[src/exec_pkg.sv]
// Package: opcodes, flag positions, pointer pairs, reset values and cycle counts of the slice
`default_nettype none
package exec_pkg;

  // ----------------------------------------------------------------
  // Operations handled by this slice
  // ----------------------------------------------------------------
  typedef enum logic [4:0] {
    op_nop,
    branch_unsigned_ge,
    branch_unsigned_less,
    branch_negative,
    branch_non_negative,
    branch_signed_ge,
    branch_signed_less,
    branch_half_carry_set,
    branch_half_carry_clear,
    branch_user_bit_set,
    branch_irq_on,
    branch_irq_off,
    register_copy,
    copy_register_pair,
    load_constant,
    load_indirect,
    load_offset
  } op_t;

  typedef enum logic [1:0] {
    addr_plain,
    addr_post_inc,
    addr_pre_dec
  } addr_mode_t;

  // ----------------------------------------------------------------
  // Status flag bit positions
  // ----------------------------------------------------------------
  localparam int FLAG_C = 0;
  localparam int FLAG_Z = 1;
  localparam int FLAG_N = 2;
  localparam int FLAG_V = 3;
  localparam int FLAG_S = 4;
  localparam int FLAG_H = 5;
  localparam int FLAG_T = 6;
  localparam int FLAG_I = 7;

  // ----------------------------------------------------------------
  // Register file and pointer pairs (pair index = low register / 2)
  // ----------------------------------------------------------------
  localparam int          REG_COUNT  = 32;
  localparam int          REG_W      = 8;
  localparam int          ADDR_W     = 16;
  localparam logic [7:0]  REG_RESET  = 8'h00;
  localparam logic [3:0]  PAIR_PTR_X = 4'hD;
  localparam logic [3:0]  PAIR_PTR_Y = 4'hE;
  localparam logic [3:0]  PAIR_PTR_Z = 4'hF;
  localparam logic [15:0] PC_RESET   = 16'h0000;

  // ----------------------------------------------------------------
  // Cycle counts
  // ----------------------------------------------------------------
  localparam int BRANCH_SKIP_CYCLES  = 1;
  localparam int BRANCH_TAKEN_CYCLES = 2;
  localparam int MOVE_CYCLES         = 1;
  localparam int LOAD_CYCLES         = 2;

endpackage : exec_pkg
`default_nettype wire

[src/branch_and_load_execute.sv]
// Execution slice: flag branches, register moves and indirect data loads
`default_nettype none

// Summary of operation
// - Carry clear branches to counter plus offset plus one
// - Carry set branches; flags untouched
// - Negative set redirects counter
// - Negative clear redirects counter; no flag change
// - N xor V zero takes signed-ge branch
// - N xor V one takes signed-less branch
// - Half-carry set takes branch
// - Half-carry clear takes branch
// - User bit set takes branch
// - Interrupt enable set takes branch
// - Interrupt enable clear takes branch; flags unchanged
// - Register copy in one cycle, no flags
// - Post-increment load reads then bumps pointer
// - Pre-decrement load decrements then reads
// - Displacement load, pointer unchanged, two cycles
module branch_and_load_execute
  import exec_pkg::*;
#(
  parameter int PC_W = 16
) (
  input  wire logic                        clk,
  input  wire logic                        rst_b,
  input  wire logic                        instr_valid,
  input  wire exec_pkg::op_t               op,
  input  wire exec_pkg::addr_mode_t        addr_mode,
  input  wire logic [1:0]                  ptr_sel,
  input  wire logic [4:0]                  dest_idx,
  input  wire logic [4:0]                  source_register,
  input  wire logic [6:0]                  branch_offset,
  input  wire logic [7:0]                  imm_value,
  input  wire logic [5:0]                  disp_value,
  input  wire logic [7:0]                  status_flags,
  input  wire logic [7:0]                  mem_rd_data,
  output logic                             instr_ready,
  output logic      [PC_W-1:0]             program_counter,
  output logic                             mem_rd_en,
  output logic      [ADDR_W-1:0]           mem_addr,
  output logic      [REG_COUNT*REG_W-1:0]  regs_q
);
  import exec_pkg::*;

  typedef enum logic [1:0] {st_idle, st_branch, st_load} state_t;

  // ----------------------------------------------------------------
  // Decode helpers
  // ----------------------------------------------------------------
  function automatic logic branch_cond(input op_t o, input logic [7:0] f);
    case (o)
      branch_unsigned_ge:      branch_cond = !f[FLAG_C];
      branch_unsigned_less:    branch_cond = f[FLAG_C];
      branch_negative:         branch_cond = f[FLAG_N];
      branch_non_negative:     branch_cond = !f[FLAG_N];
      branch_signed_ge:        branch_cond = !(f[FLAG_N] ^ f[FLAG_V]);
      branch_signed_less:      branch_cond = f[FLAG_N] ^ f[FLAG_V];
      branch_half_carry_set:   branch_cond = f[FLAG_H];
      branch_half_carry_clear: branch_cond = !f[FLAG_H];
      branch_user_bit_set:     branch_cond = f[FLAG_T];
      branch_irq_on:           branch_cond = f[FLAG_I];
      branch_irq_off:          branch_cond = !f[FLAG_I];
      default:                 branch_cond = 1'b0;
    endcase
  endfunction

  function automatic logic is_branch(input op_t o);
    is_branch = (o >= branch_unsigned_ge) && (o <= branch_irq_off);
  endfunction

  function automatic logic [3:0] ptr_pair(input logic [1:0] sel);
    case (sel)
      2'h0:    ptr_pair = PAIR_PTR_X;
      2'h1:    ptr_pair = PAIR_PTR_Y;
      default: ptr_pair = PAIR_PTR_Z;
    endcase
  endfunction

  function automatic logic [7:0] reg_at(input logic [REG_COUNT*REG_W-1:0] r,
                                         input logic [4:0] i);
    reg_at = r[i*REG_W +: REG_W];
  endfunction

  // Low byte sits in the even register
  function automatic logic [15:0] pair_at(input logic [REG_COUNT*REG_W-1:0] r,
                                           input logic [3:0] p);
    pair_at = r[p*2*REG_W +: 2*REG_W];
  endfunction

  // ----------------------------------------------------------------
  // Accept and next-value computation
  // ----------------------------------------------------------------
  state_t            state_reg;
  logic              accept;
  logic              taken;
  logic [PC_W-1:0]   pc_next;
  logic [3:0]        ptr_idx;
  logic [15:0]       ptr_val;
  logic [15:0]       load_addr;
  logic [15:0]       ptr_new;
  logic              ptr_wr;
  logic [4:0]        load_dest_reg;
  logic              wr_en;
  logic [4:0]        wr_idx;
  logic [7:0]        wr_data;
  logic              pair_wr_en;
  logic [3:0]        pair_idx;
  logic [15:0]       pair_data;

  assign accept  = instr_valid && instr_ready;
  assign taken   = is_branch(op) && branch_cond(op, status_flags);
  assign ptr_idx = ptr_pair(ptr_sel);
  assign ptr_val = pair_at(regs_q, ptr_idx);

  // Offset is a signed word displacement relative to the next instruction
  assign pc_next = taken ? program_counter + PC_W'($signed(branch_offset)) + PC_W'(1)
                         : program_counter + PC_W'(1);

  always_comb begin
    load_addr = ptr_val;
    ptr_new   = ptr_val;
    ptr_wr    = 1'b0;
    if (op == load_offset) begin
      load_addr = ptr_val + 16'(disp_value);
    end else if (addr_mode == addr_post_inc) begin
      ptr_new = ptr_val + 16'h0001;
      ptr_wr  = 1'b1;
    end else if (addr_mode == addr_pre_dec) begin
      ptr_new   = ptr_val - 16'h0001;
      load_addr = ptr_new;
      ptr_wr    = 1'b1;
    end
  end

  // ----------------------------------------------------------------
  // Register file write steering; moves and constants land at accept
  // ----------------------------------------------------------------
  always_comb begin
    wr_en      = 1'b0;
    wr_idx     = dest_idx;
    wr_data    = imm_value;
    pair_wr_en = 1'b0;
    pair_idx   = dest_idx[4:1];
    pair_data  = pair_at(regs_q, source_register[4:1]);
    if (state_reg == st_load) begin
      wr_en   = 1'b1;
      wr_idx  = load_dest_reg;
      wr_data = mem_rd_data;
    end else if (accept) begin
      case (op)
        register_copy: begin
          wr_en   = 1'b1;
          wr_data = reg_at(regs_q, source_register);
        end
        copy_register_pair: pair_wr_en = 1'b1;
        load_constant:      wr_en = 1'b1;
        load_indirect: begin
          pair_wr_en = ptr_wr;
          pair_idx   = ptr_idx;
          pair_data  = ptr_new;
        end
        default: wr_en = 1'b0;
      endcase
    end
  end

  work_regs u_regs (
    .clk        (clk),
    .rst_b      (rst_b),
    .wr_en      (wr_en),
    .wr_idx     (wr_idx),
    .wr_data    (wr_data),
    .pair_wr_en (pair_wr_en),
    .pair_idx   (pair_idx),
    .pair_data  (pair_data),
    .regs_q     (regs_q)
  );

  // ----------------------------------------------------------------
  // Sequencer: a taken branch or a load holds off the next instruction
  // ----------------------------------------------------------------
  always_ff @(posedge clk or negedge rst_b) begin
    if (!rst_b) begin
      state_reg   <= st_idle;
      instr_ready <= 1'b1;
    end else begin
      case (state_reg)
        st_idle: begin
          if (accept && taken) begin
            state_reg   <= st_branch;
            instr_ready <= 1'b0;
          end else if (accept && (op == load_indirect || op == load_offset)) begin
            state_reg   <= st_load;
            instr_ready <= 1'b0;
          end
        end
        default: begin
          state_reg   <= st_idle;
          instr_ready <= 1'b1;
        end
      endcase
    end
  end

  always_ff @(posedge clk or negedge rst_b) begin
    if (!rst_b) begin
      program_counter <= PC_W'(PC_RESET);
    end else if (accept) begin
      program_counter <= pc_next;
    end
  end

  // Memory read data must be valid while the read strobe is high
  always_ff @(posedge clk or negedge rst_b) begin
    if (!rst_b) begin
      mem_rd_en     <= 1'b0;
      mem_addr      <= '0;
      load_dest_reg <= '0;
    end else if (accept && (op == load_indirect || op == load_offset)) begin
      mem_rd_en     <= 1'b1;
      mem_addr      <= load_addr;
      load_dest_reg <= dest_idx;
    end else begin
      mem_rd_en <= 1'b0;
    end
  end

  // ----------------------------------------------------------------
  // Checks
  // ----------------------------------------------------------------
  logic [15:0] ptr_seen_reg;
  always_ff @(posedge clk or negedge rst_b) begin
    if (!rst_b) begin
      ptr_seen_reg <= '0;
    end else if (accept) begin
      ptr_seen_reg <= ptr_val;
    end
  end
endmodule // branch_and_load_execute
`default_nettype wire

[src/work_regs.sv]
// Working register file: 32 bytes with a byte write port and a pair write port
`default_nettype none
module work_regs
  import exec_pkg::*;
(
  input  wire logic                        clk,
  input  wire logic                        rst_b,
  input  wire logic                        wr_en,
  input  wire logic [4:0]                  wr_idx,
  input  wire logic [REG_W-1:0]            wr_data,
  input  wire logic                        pair_wr_en,
  input  wire logic [3:0]                  pair_idx,
  input  wire logic [2*REG_W-1:0]          pair_data,
  output logic      [REG_COUNT*REG_W-1:0]  regs_q
);

  // ----------------------------------------------------------------
  // One flop byte per register; pair write wins over a byte write
  // ----------------------------------------------------------------
  for (genvar g = 0; g < REG_COUNT; g++) begin : g_reg
    always_ff @(posedge clk or negedge rst_b) begin
      if (!rst_b) begin
        regs_q[g*REG_W +: REG_W] <= REG_RESET;
      end else if (pair_wr_en && pair_idx == 4'(g / 2)) begin
        regs_q[g*REG_W +: REG_W] <= pair_data[(g % 2)*REG_W +: REG_W];
      end else if (wr_en && wr_idx == 5'(g)) begin
        regs_q[g*REG_W +: REG_W] <= wr_data;
      end
    end
  end

endmodule // work_regs
`default_nettype wire

[config.mk]
export PLATFORM = sky130hd
export DESIGN_NAME = branch_and_load_execute
export DESIGN_NICKNAME = d
export VERILOG_FILES = /design/src/exec_pkg.sv /design/src/branch_and_load_execute.sv /design/src/work_regs.sv
export SDC_FILE = /design/constraint.sdc
export NUM_CORES = 1
export LEC_CHECK = 0
export BUFFER_PORTS_ARGS = -buffer_cell sky130_fd_sc_hd__buf_2
export CORE_UTILIZATION = 50
export CTS_CLUSTER_DIAMETER = 150
export CTS_CLUSTER_SIZE = 28
export DETAILED_ROUTE_END_ITERATION = 12
export GPL_TIMING_DRIVEN = 0
export PLACE_DENSITY = 0.75
export SYNTH_ARGS = -nofsm -noshare
export SYNTH_HDL_FRONTEND = slang
export SYNTH_SLANG_ARGS = --single-unit
[constraint.sdc]
create_clock -name clk -period 3.4 [get_ports clk]
set_clock_uncertainty 0.2 [all_clocks]
set_input_delay 0.51 -clock clk [delete_from_list [all_inputs] [get_ports clk]]
set_output_delay 0.51 -clock clk [all_outputs]
set_load 0.02 [all_outputs]
Word level (Yosys, flattened, before mapping)
Index checks and enable logic that the tools add are counted.
{ "word_totals": {"reg_bits": 297, "input_bits": 59, "out_inout_bits": 290, "wordCells": 311} }
{ "classes": {"addsub": 6, "magnitude_cmp": 2, "n_eq_ne": 67, "shift": 3, "n_mux": 98, "bitwise_logic": 1, "n_reduce_logical": 96} }
{ "op_table": {"columns": ["op", "count"], "rows": [
  ["8-bit two-way mux", 67],
  ["256-bit by 9-bit indexed part select with 16-bit output", 2],
  ["256-bit by 9-bit indexed part select with 8-bit output", 1],
  ["16-bit two-way mux", 9],
  ["5-bit equality test (second input constant)", 17],
  ["5-bit by 4-bit equality test with 1-bit output (second input constant)", 16],
  ["2-bit nonzero test", 32],
  ["1-bit logical AND", 53],
  ["16-bit by 1-bit adder with 16-bit output (second input constant)", 3],
  ["5-bit by 3-bit equality test with 1-bit output (second input constant)", 8],
  ["4-bit equality test (second input constant)", 8],
  ["5-bit by 2-bit equality test with 1-bit output (second input constant)", 4],
  ["16-bit adder", 1],
  ["16-bit by 6-bit adder with 16-bit output", 1],
  ["4-bit by 3-bit equality test with 1-bit output (second input constant)", 4],
  ["16-bit by 1-bit subtractor with 16-bit output (second input constant)", 1],
  ["1-bit two-way mux", 12],
  ["4-bit two-way mux", 3],
  ["1-bit case mux with 11 select lines", 1],
  ["5-bit by 1-bit equality test with 1-bit output (second input constant)", 2],
  ["4-bit by 2-bit equality test with 1-bit output (second input constant)", 2],
  ["2-bit two-way mux", 3],
  ["5-bit by 1-bit greater-or-equal comparator with 1-bit output (second input constant)", 1],
  ["5-bit by 4-bit <= comparator with 1-bit output (second input constant)", 1],
  ["other kinds (14)", 21]
]} }

Logic depth before layout (Yosys ltp)
{ "depth": {"depth_word": 11, "depth_mapped": 16, "depth_no_buf": 13} }

Hierarchy
A second synthesis with hierarchy kept.
{ "hier_totals": {"cells_unflattened": 2418, "area_unflattened_um2": 21862.2} }
{ "by_module_without_submodules": {"columns": ["module", "n_inst", "cells_per_inst", "area_per_inst_um2", "seq_area_each_um2"], "rows": [
  ["work_regs", 1, 1594, 13188.9, 6406.1],
  ["branch_and_load_execute", 1, 824, 8673.3, 1027.2]
]} }

Worst setup path after synthesis
OpenSTA, ideal clock, no wires.
{ "synth_path": {"path_type": "input to register", "start": "in ptr_sel[0]", "end": "reg mem_addr[12]", "setup_time_ps": 83, "arrival_ps": 3252, "required_time_ps": 3117, "slack_ps": -135, "cell_stages": 16, "path_buffers": 3, "path_cell_list": "buf_2 buf_4 mux2i_1 o21a_1 clkbuf_1 inv_1 ha_1 inv_1 fa_1 nor2b_1 o21ai_0 a21boi_0 o311ai_0 o32ai_1 xnor2_1 o21ai_0"} }
{ "synth_between": {"elab_chain_len": 7, "word_cells_on_any_way": 9, "classes_between": "add/sub: 2; eq/ne: 1; shift: 1; mux: 4; reduce/logical: 1"} }
{ "synth_lines": {"columns": ["item", "line_no", "rtl"], "rows": [
  ["start: declaration", "branch_and_load_execute.sv:30", "input wire logic [1:0] ptr_sel,"],
  ["2-bit by 1-bit equality test with 1-bit output or 2-bit zero test (tied branches)", "branch_and_load_execute.sv:73", "case (sel)"],
  ["2-bit case mux with 2 select lines *", "branch_and_load_execute.sv:73", null],
  ["256-bit by 9-bit indexed part select with 16-bit output *", "branch_and_load_execute.sv:88", "pair_at = r[p*2*REG_W +: 2*REG_W];"],
  ["16-bit by 1-bit subtractor with 16-bit output", "branch_and_load_execute.sv:130", "ptr_new = ptr_val - 16'h0001;"],
  ["16-bit two-way mux", "branch_and_load_execute.sv:129", "end else if (addr_mode == addr_pre_dec) begin"],
  ["16-bit two-way mux", "branch_and_load_execute.sv:126", "end else if (addr_mode == addr_post_inc) begin"],
  ["16-bit two-way mux *", "branch_and_load_execute.sv:124", "if (op == load_offset) begin"],
  ["end signal: assignment", "branch_and_load_execute.sv:222", "mem_addr <= load_addr;"],
  ["end: declaration", "branch_and_load_execute.sv:41", "output logic [ADDR_W-1:0] mem_addr,"]
]} }
Every way passes the cells marked *; elsewhere a longest branch is shown, timed or not.
A chain may end at the register's enable or synchronous reset.

Worst setup path in the final report
{ "layout_path": {"start": "reg u_regs.regs_q[252]", "end": "reg u_regs.regs_q[252]"} }
{ "layout_between": {"elab_chain_len": 9, "word_cells_on_any_way": 16, "classes_between": "add/sub: 2; shift: 3; mux: 11"} }
{ "layout_lines": {"columns": ["item", "line_no", "rtl"], "rows": [
  ["start: declaration", "work_regs.sv:14", "output logic [REG_COUNT*REG_W-1:0] regs_q"],
  ["start signal: indexed assignment", "work_regs.sv:25", "regs_q[g*REG_W +: REG_W] <= pair_data[(g % 2)*REG_W +: REG_W];"],
  ["start signal: indexed assignment", "work_regs.sv:27", "regs_q[g*REG_W +: REG_W] <= wr_data;"],
  ["256-bit by 9-bit indexed part select with 16-bit output", "branch_and_load_execute.sv:88", null],
  ["16-bit by 1-bit subtractor with 16-bit output", "branch_and_load_execute.sv:130", null],
  ["16-bit two-way mux", "branch_and_load_execute.sv:129", null],
  ["16-bit two-way mux", "branch_and_load_execute.sv:126", null],
  ["16-bit two-way mux", "branch_and_load_execute.sv:124", null],
  ["16-bit two-way mux", "branch_and_load_execute.sv:151", "case (op)"],
  ["16-bit two-way mux", "branch_and_load_execute.sv:150", "end else if (accept) begin"],
  ["16-bit two-way mux", "branch_and_load_execute.sv:146", "if (state_reg == st_load) begin"],
  ["8-bit two-way mux *", "work_regs.sv:24", "end else if (pair_wr_en && pair_idx == 4'(g / 2)) begin"]
]} }
Every way passes the cells marked *; elsewhere a longest branch is shown, timed or not. The select of a mux whose other input is x is not followed.

==> qor.csv <==
stage,metric,value,unit
clock_tree,cts.clk_slew.worst_paths,130,ps
routing,drtAntennaViolNets,0,
hold_path,worstHoldStart,disp_value[0],
routing,vias_per_cell,7.367,
outcome,status,finished with violations,
clock_tree,clock_sinks,297,
floorplanning,core-area,39730,µm²
critical_path,rrSetupSlack,-110,ps
routing,drt_first_iter_violations,3757,
yosys,synth-compound-area-share,22.13,%
global_route,grt_max_degree,117,
yosys,netlist_area,20140,µm²
critical_path,end_kind,flop,
clock_tree,cts_buffer_depth,3,
cells_and_area,fin_util,60.06,%
routing,via_count,22800,
yosys,post_synth_mux_area_share,17.24,%
critical_path,cpMostUsedCell,mux4_2,
placed_design,dpl.hpwl,79.46,mm
clock_tree,numCtsBuffers,14,
floorplanning,initial_utilization,50.68,%
critical_path,crit_type,flop to flop,
yosys,synth_xor_area_share,1.305,%
cells_and_area,final_cell_mix,"355 x buf_2, 343 x nand2_1, 288 x dfrtp_1",
critical_path,cp_data_required_time,3640,ps
sta,fmax,0.2852,GHz
global_route,first_global_vias,20970,
sta,rsz0062_at_grt,true,
cells_and_area,fillers,3542,
global_route,gr-total-overflow,0,
hold_path,worstHoldPathType,primary input to flop,
clock_tree,htree_levels,1,
routing,wirelength,104.1,mm
cells_and_area,layout.nets,2653,
yosys,yosysUniqueCellTypes,80,
yosys,synth-seq-cells,297,
cells_and_area,top_register,u_regs.regs_q,
critical_path,rr_worst_depth,9,
hold_path,worstHoldEndpoint,mem_addr[0],
yosys,async_flop_share,100.0,%
run,drv_cap,0,
floorplanning,die_area,41080,µm²
clock_tree,cts_tree,done,
critical_path,start_kind,flop,
outcome,violations,negative setup slack,
yosys,synth_top_family_by_area,compound AO/OA/AOI/OAI gates,
floorplanning,die_height,202.7,µm
yosys,yosysWarnings,0,
yosys,synthCells,2191,
cells_and_area,final_area,23860,µm²
sta,tightest_slew,1328,ps
global_route,antenna_found_initial,2,
yosys,synth_fp_nets,2278,
yosys,synth-main-ff-cell,dfrtp_1,
yosys,synth_edf_count,0,
cells_and_area,largest_reg_flops,256,
critical_path,r2r_end,u_regs.regs_q[252],
sta,finalWorstSetupSlack,-106.0,ps
cells_and_area,syn_to_final_growth,18.51,%
placed_design,gp_congestion,1.055,
cells_and_area,final_common_cell,buf_2,
critical_path,critPathMaxStageDelay,570,ps
sta,final.period_utilization,103.1,%
critical_path,cp_max_fo,10,
floorplanning,num_rows,73,
cells_and_area,layout-drive-gt1-share,27.33,%
critical_path,critical_path.cell_chain,"mux4_2, mux4_2, mux2_2, a222oi_1, buf_4, buf_2, a21oi_1, nor2_1, a31oi_1",
sta,hold_viol,0,
clock_tree,cts_root_buf,clkbuf_16,
sta,finalCriticalPeriod,3506,ps
placed_design,post_dp_cell_area,22590,µm²
clock_tree,clk_latency,570,ps
cells_and_area,reg_top3,"u_regs.regs_q (256), mem_addr (16), program_counter (16)",
floorplanning,die_w,202.7,µm
power,ir_drop,0.4275,mV
power,power_density,287.5,nW/µm²
global_route,grt_pass1_wl,147.3,mm
yosys,yosys.area_share.simple,16.64,%
sta,drv_slew,0,
critical_path,r2r_start,u_regs.regs_q[252],
power,leakagePower,10.78,nW
yosys,yosysSeqAreaShare,36.91,%
hold_path,holdPathStages,4,
critical_path,arrival,3750,ps
floorplanning,ios,349,
routing,routedWlPerCell,33.63,µm
routing,dr.pass1.iters,6,
sta,final-setup-viol-count,29,
sta,slew_headroom,11.07,%
yosys,syn_area_per_cell,9.191,µm²
placed_design,numPortBuffers,337,
critical_path,slowest_stage,mux4_2,
global_route,grt_use_total,49.93,%
yosys,synth-adder-area-share,1.814,%
routing,drc,0,
-- how the worst max path moves through the flow --
stage                       startpoint                 end  depth (start not counted)
floorplan           source_register[1]    u_regs.regs_q[0]                         10
global placement                 rst_b        mem_addr[11]                          1
detailed placement  source_register[2]  u_regs.regs_q[217]                         11
CTS                 source_register[1]   u_regs.regs_q[31]                         13
global route              state_reg[1]  u_regs.regs_q[110]                         10
finish              u_regs.regs_q[252]  u_regs.regs_q[252]                          9
-- synth_stat cells (5+ instances only) --
master / number / area (µm²)
buf_2: 32 / 160.2
ha_1: 26 / 325.3
o21ai_0: 115 / 575.6
and2_1: 7 / 43.79
a21o_1: 10 / 75.07
nand2_1: 345 / 1295
o31ai_1: 9 / 67.56
a221oi_1: 5 / 43.79
clkbuf_1: 113 / 424.2
o32ai_1: 5 / 43.79
nor2b_1: 17 / 106.4
o211ai_1: 82 / 615.6
nand3_1: 96 / 480.5
a21oi_1: 223 / 1116
mux4_2: 123 / 2770
nand3b_1: 6 / 45.04
nor4_1: 9 / 56.30
or3_1: 11 / 68.82
nor3_1: 59 / 295.3
a22oi_1: 57 / 427.9
a31oi_1: 20 / 125.1
o221ai_1: 25 / 219.0
o311ai_0: 5 / 43.79
mux2i_1: 61 / 610.6
nand2b_1: 12 / 75.07
and4_1: 9 / 78.83
a211oi_1: 33 / 247.7
o21ai_1: 38 / 190.2
nand4_1: 16 / 100.1
inv_1: 34 / 127.6
o31a_1: 5 / 43.79
buf_1: 10 / 37.54
dfrtp_1: 296 / 7407
o21a_1: 22 / 165.2
mux2_2: 8 / 90.09
xnor2_1: 26 / 227.7
and3_1: 5 / 31.28
o22ai_1: 12 / 75.07
nor2_1: 124 / 465.5
or2_2: 5 / 31.28
-- worst max-delay path, delay by kind of cell (launching register included) --
kind | cells | cell delay [ps]
and+or+nand+nor | 1 | 130
DFF | 1 | 520
buffers and inverters | 2 | 560
AOI/OAI and AO/OA | 3 | 610
muxes | 3 | 1340
-- timing repair --
item                       4_1_cts  5_1_grt
pin swaps                        8        4
resized for setup              117      115
hold buffers                     1        0
buffers inserted                13        8
setup endpoints to repair      265      229
hold endpoints to repair        67        0
-- metrics by stage --
| step | total power [mW] | std cells | hold WS (ps) | TNS, ps | setup WS [ps] |
|---|---|---|---|---|---|
| floorplan | 4.180 | 2191 | 14.41 | 0 | 2.354 |
| global placement | 4.603 | 3053 | 259.3 | -1642890 | -4184 |
| detailed placement | 4.622 | 3057 | 264.8 | -393380 | -1966 |
| CTS | 6.737 | 3089 | 194.7 | 0 | 7.562 |
| global route | 6.941 | 3094 | 256.4 | -777.7 | -112.1 |
| finish | 6.862 | 3095 | 199.7 | -1045 | -106.0 |
-- cell families after synthesis --
family,count (synthesis)
AOI/OAI and AO/OA,707
muxes,192
adders and majority gates,28
DFF,297
xor gates and xnor gates,30
buffers and inverters,196
and+or+nand+nor,741
-- layout make-up --
cell class / count / area [µm²] / area share, %
diodes: 1 / 2.502 / 0.01049
plain buffers: 156 / 845.8 / 3.544
clock buffers: 18 / 386.6 / 1.620
clock inverters: 1 / 16.27 / 0.06816
inverters: 36 / 138.9 / 0.5820
multi-input cells: 1698 / 12410 / 52.02
flip-flops and latches: 297 / 7443 / 31.19
well taps: 525 / 656.9 / 2.753
repair buffers: 363 / 1959 / 8.211
-- where the power goes --
group / leakage [nW] / switching, mW / internal, mW
Clock: 0.195 / 1.36 / 0.826
Sequential: 4.01 / 0.0369 / 3.55
Combinational: 6.57 / 0.749 / 0.340
-- routing by layer --
metal	track usage [%]	part of all wire, %	up-vias
met5	0	0.012	-
met4	25.86	6.5	2
met3	16.98	16	430
met2	69.18	40	2282
met1	69.07	37	11050
li1	-	-	9037
Power figures use the tool's default switching activity.
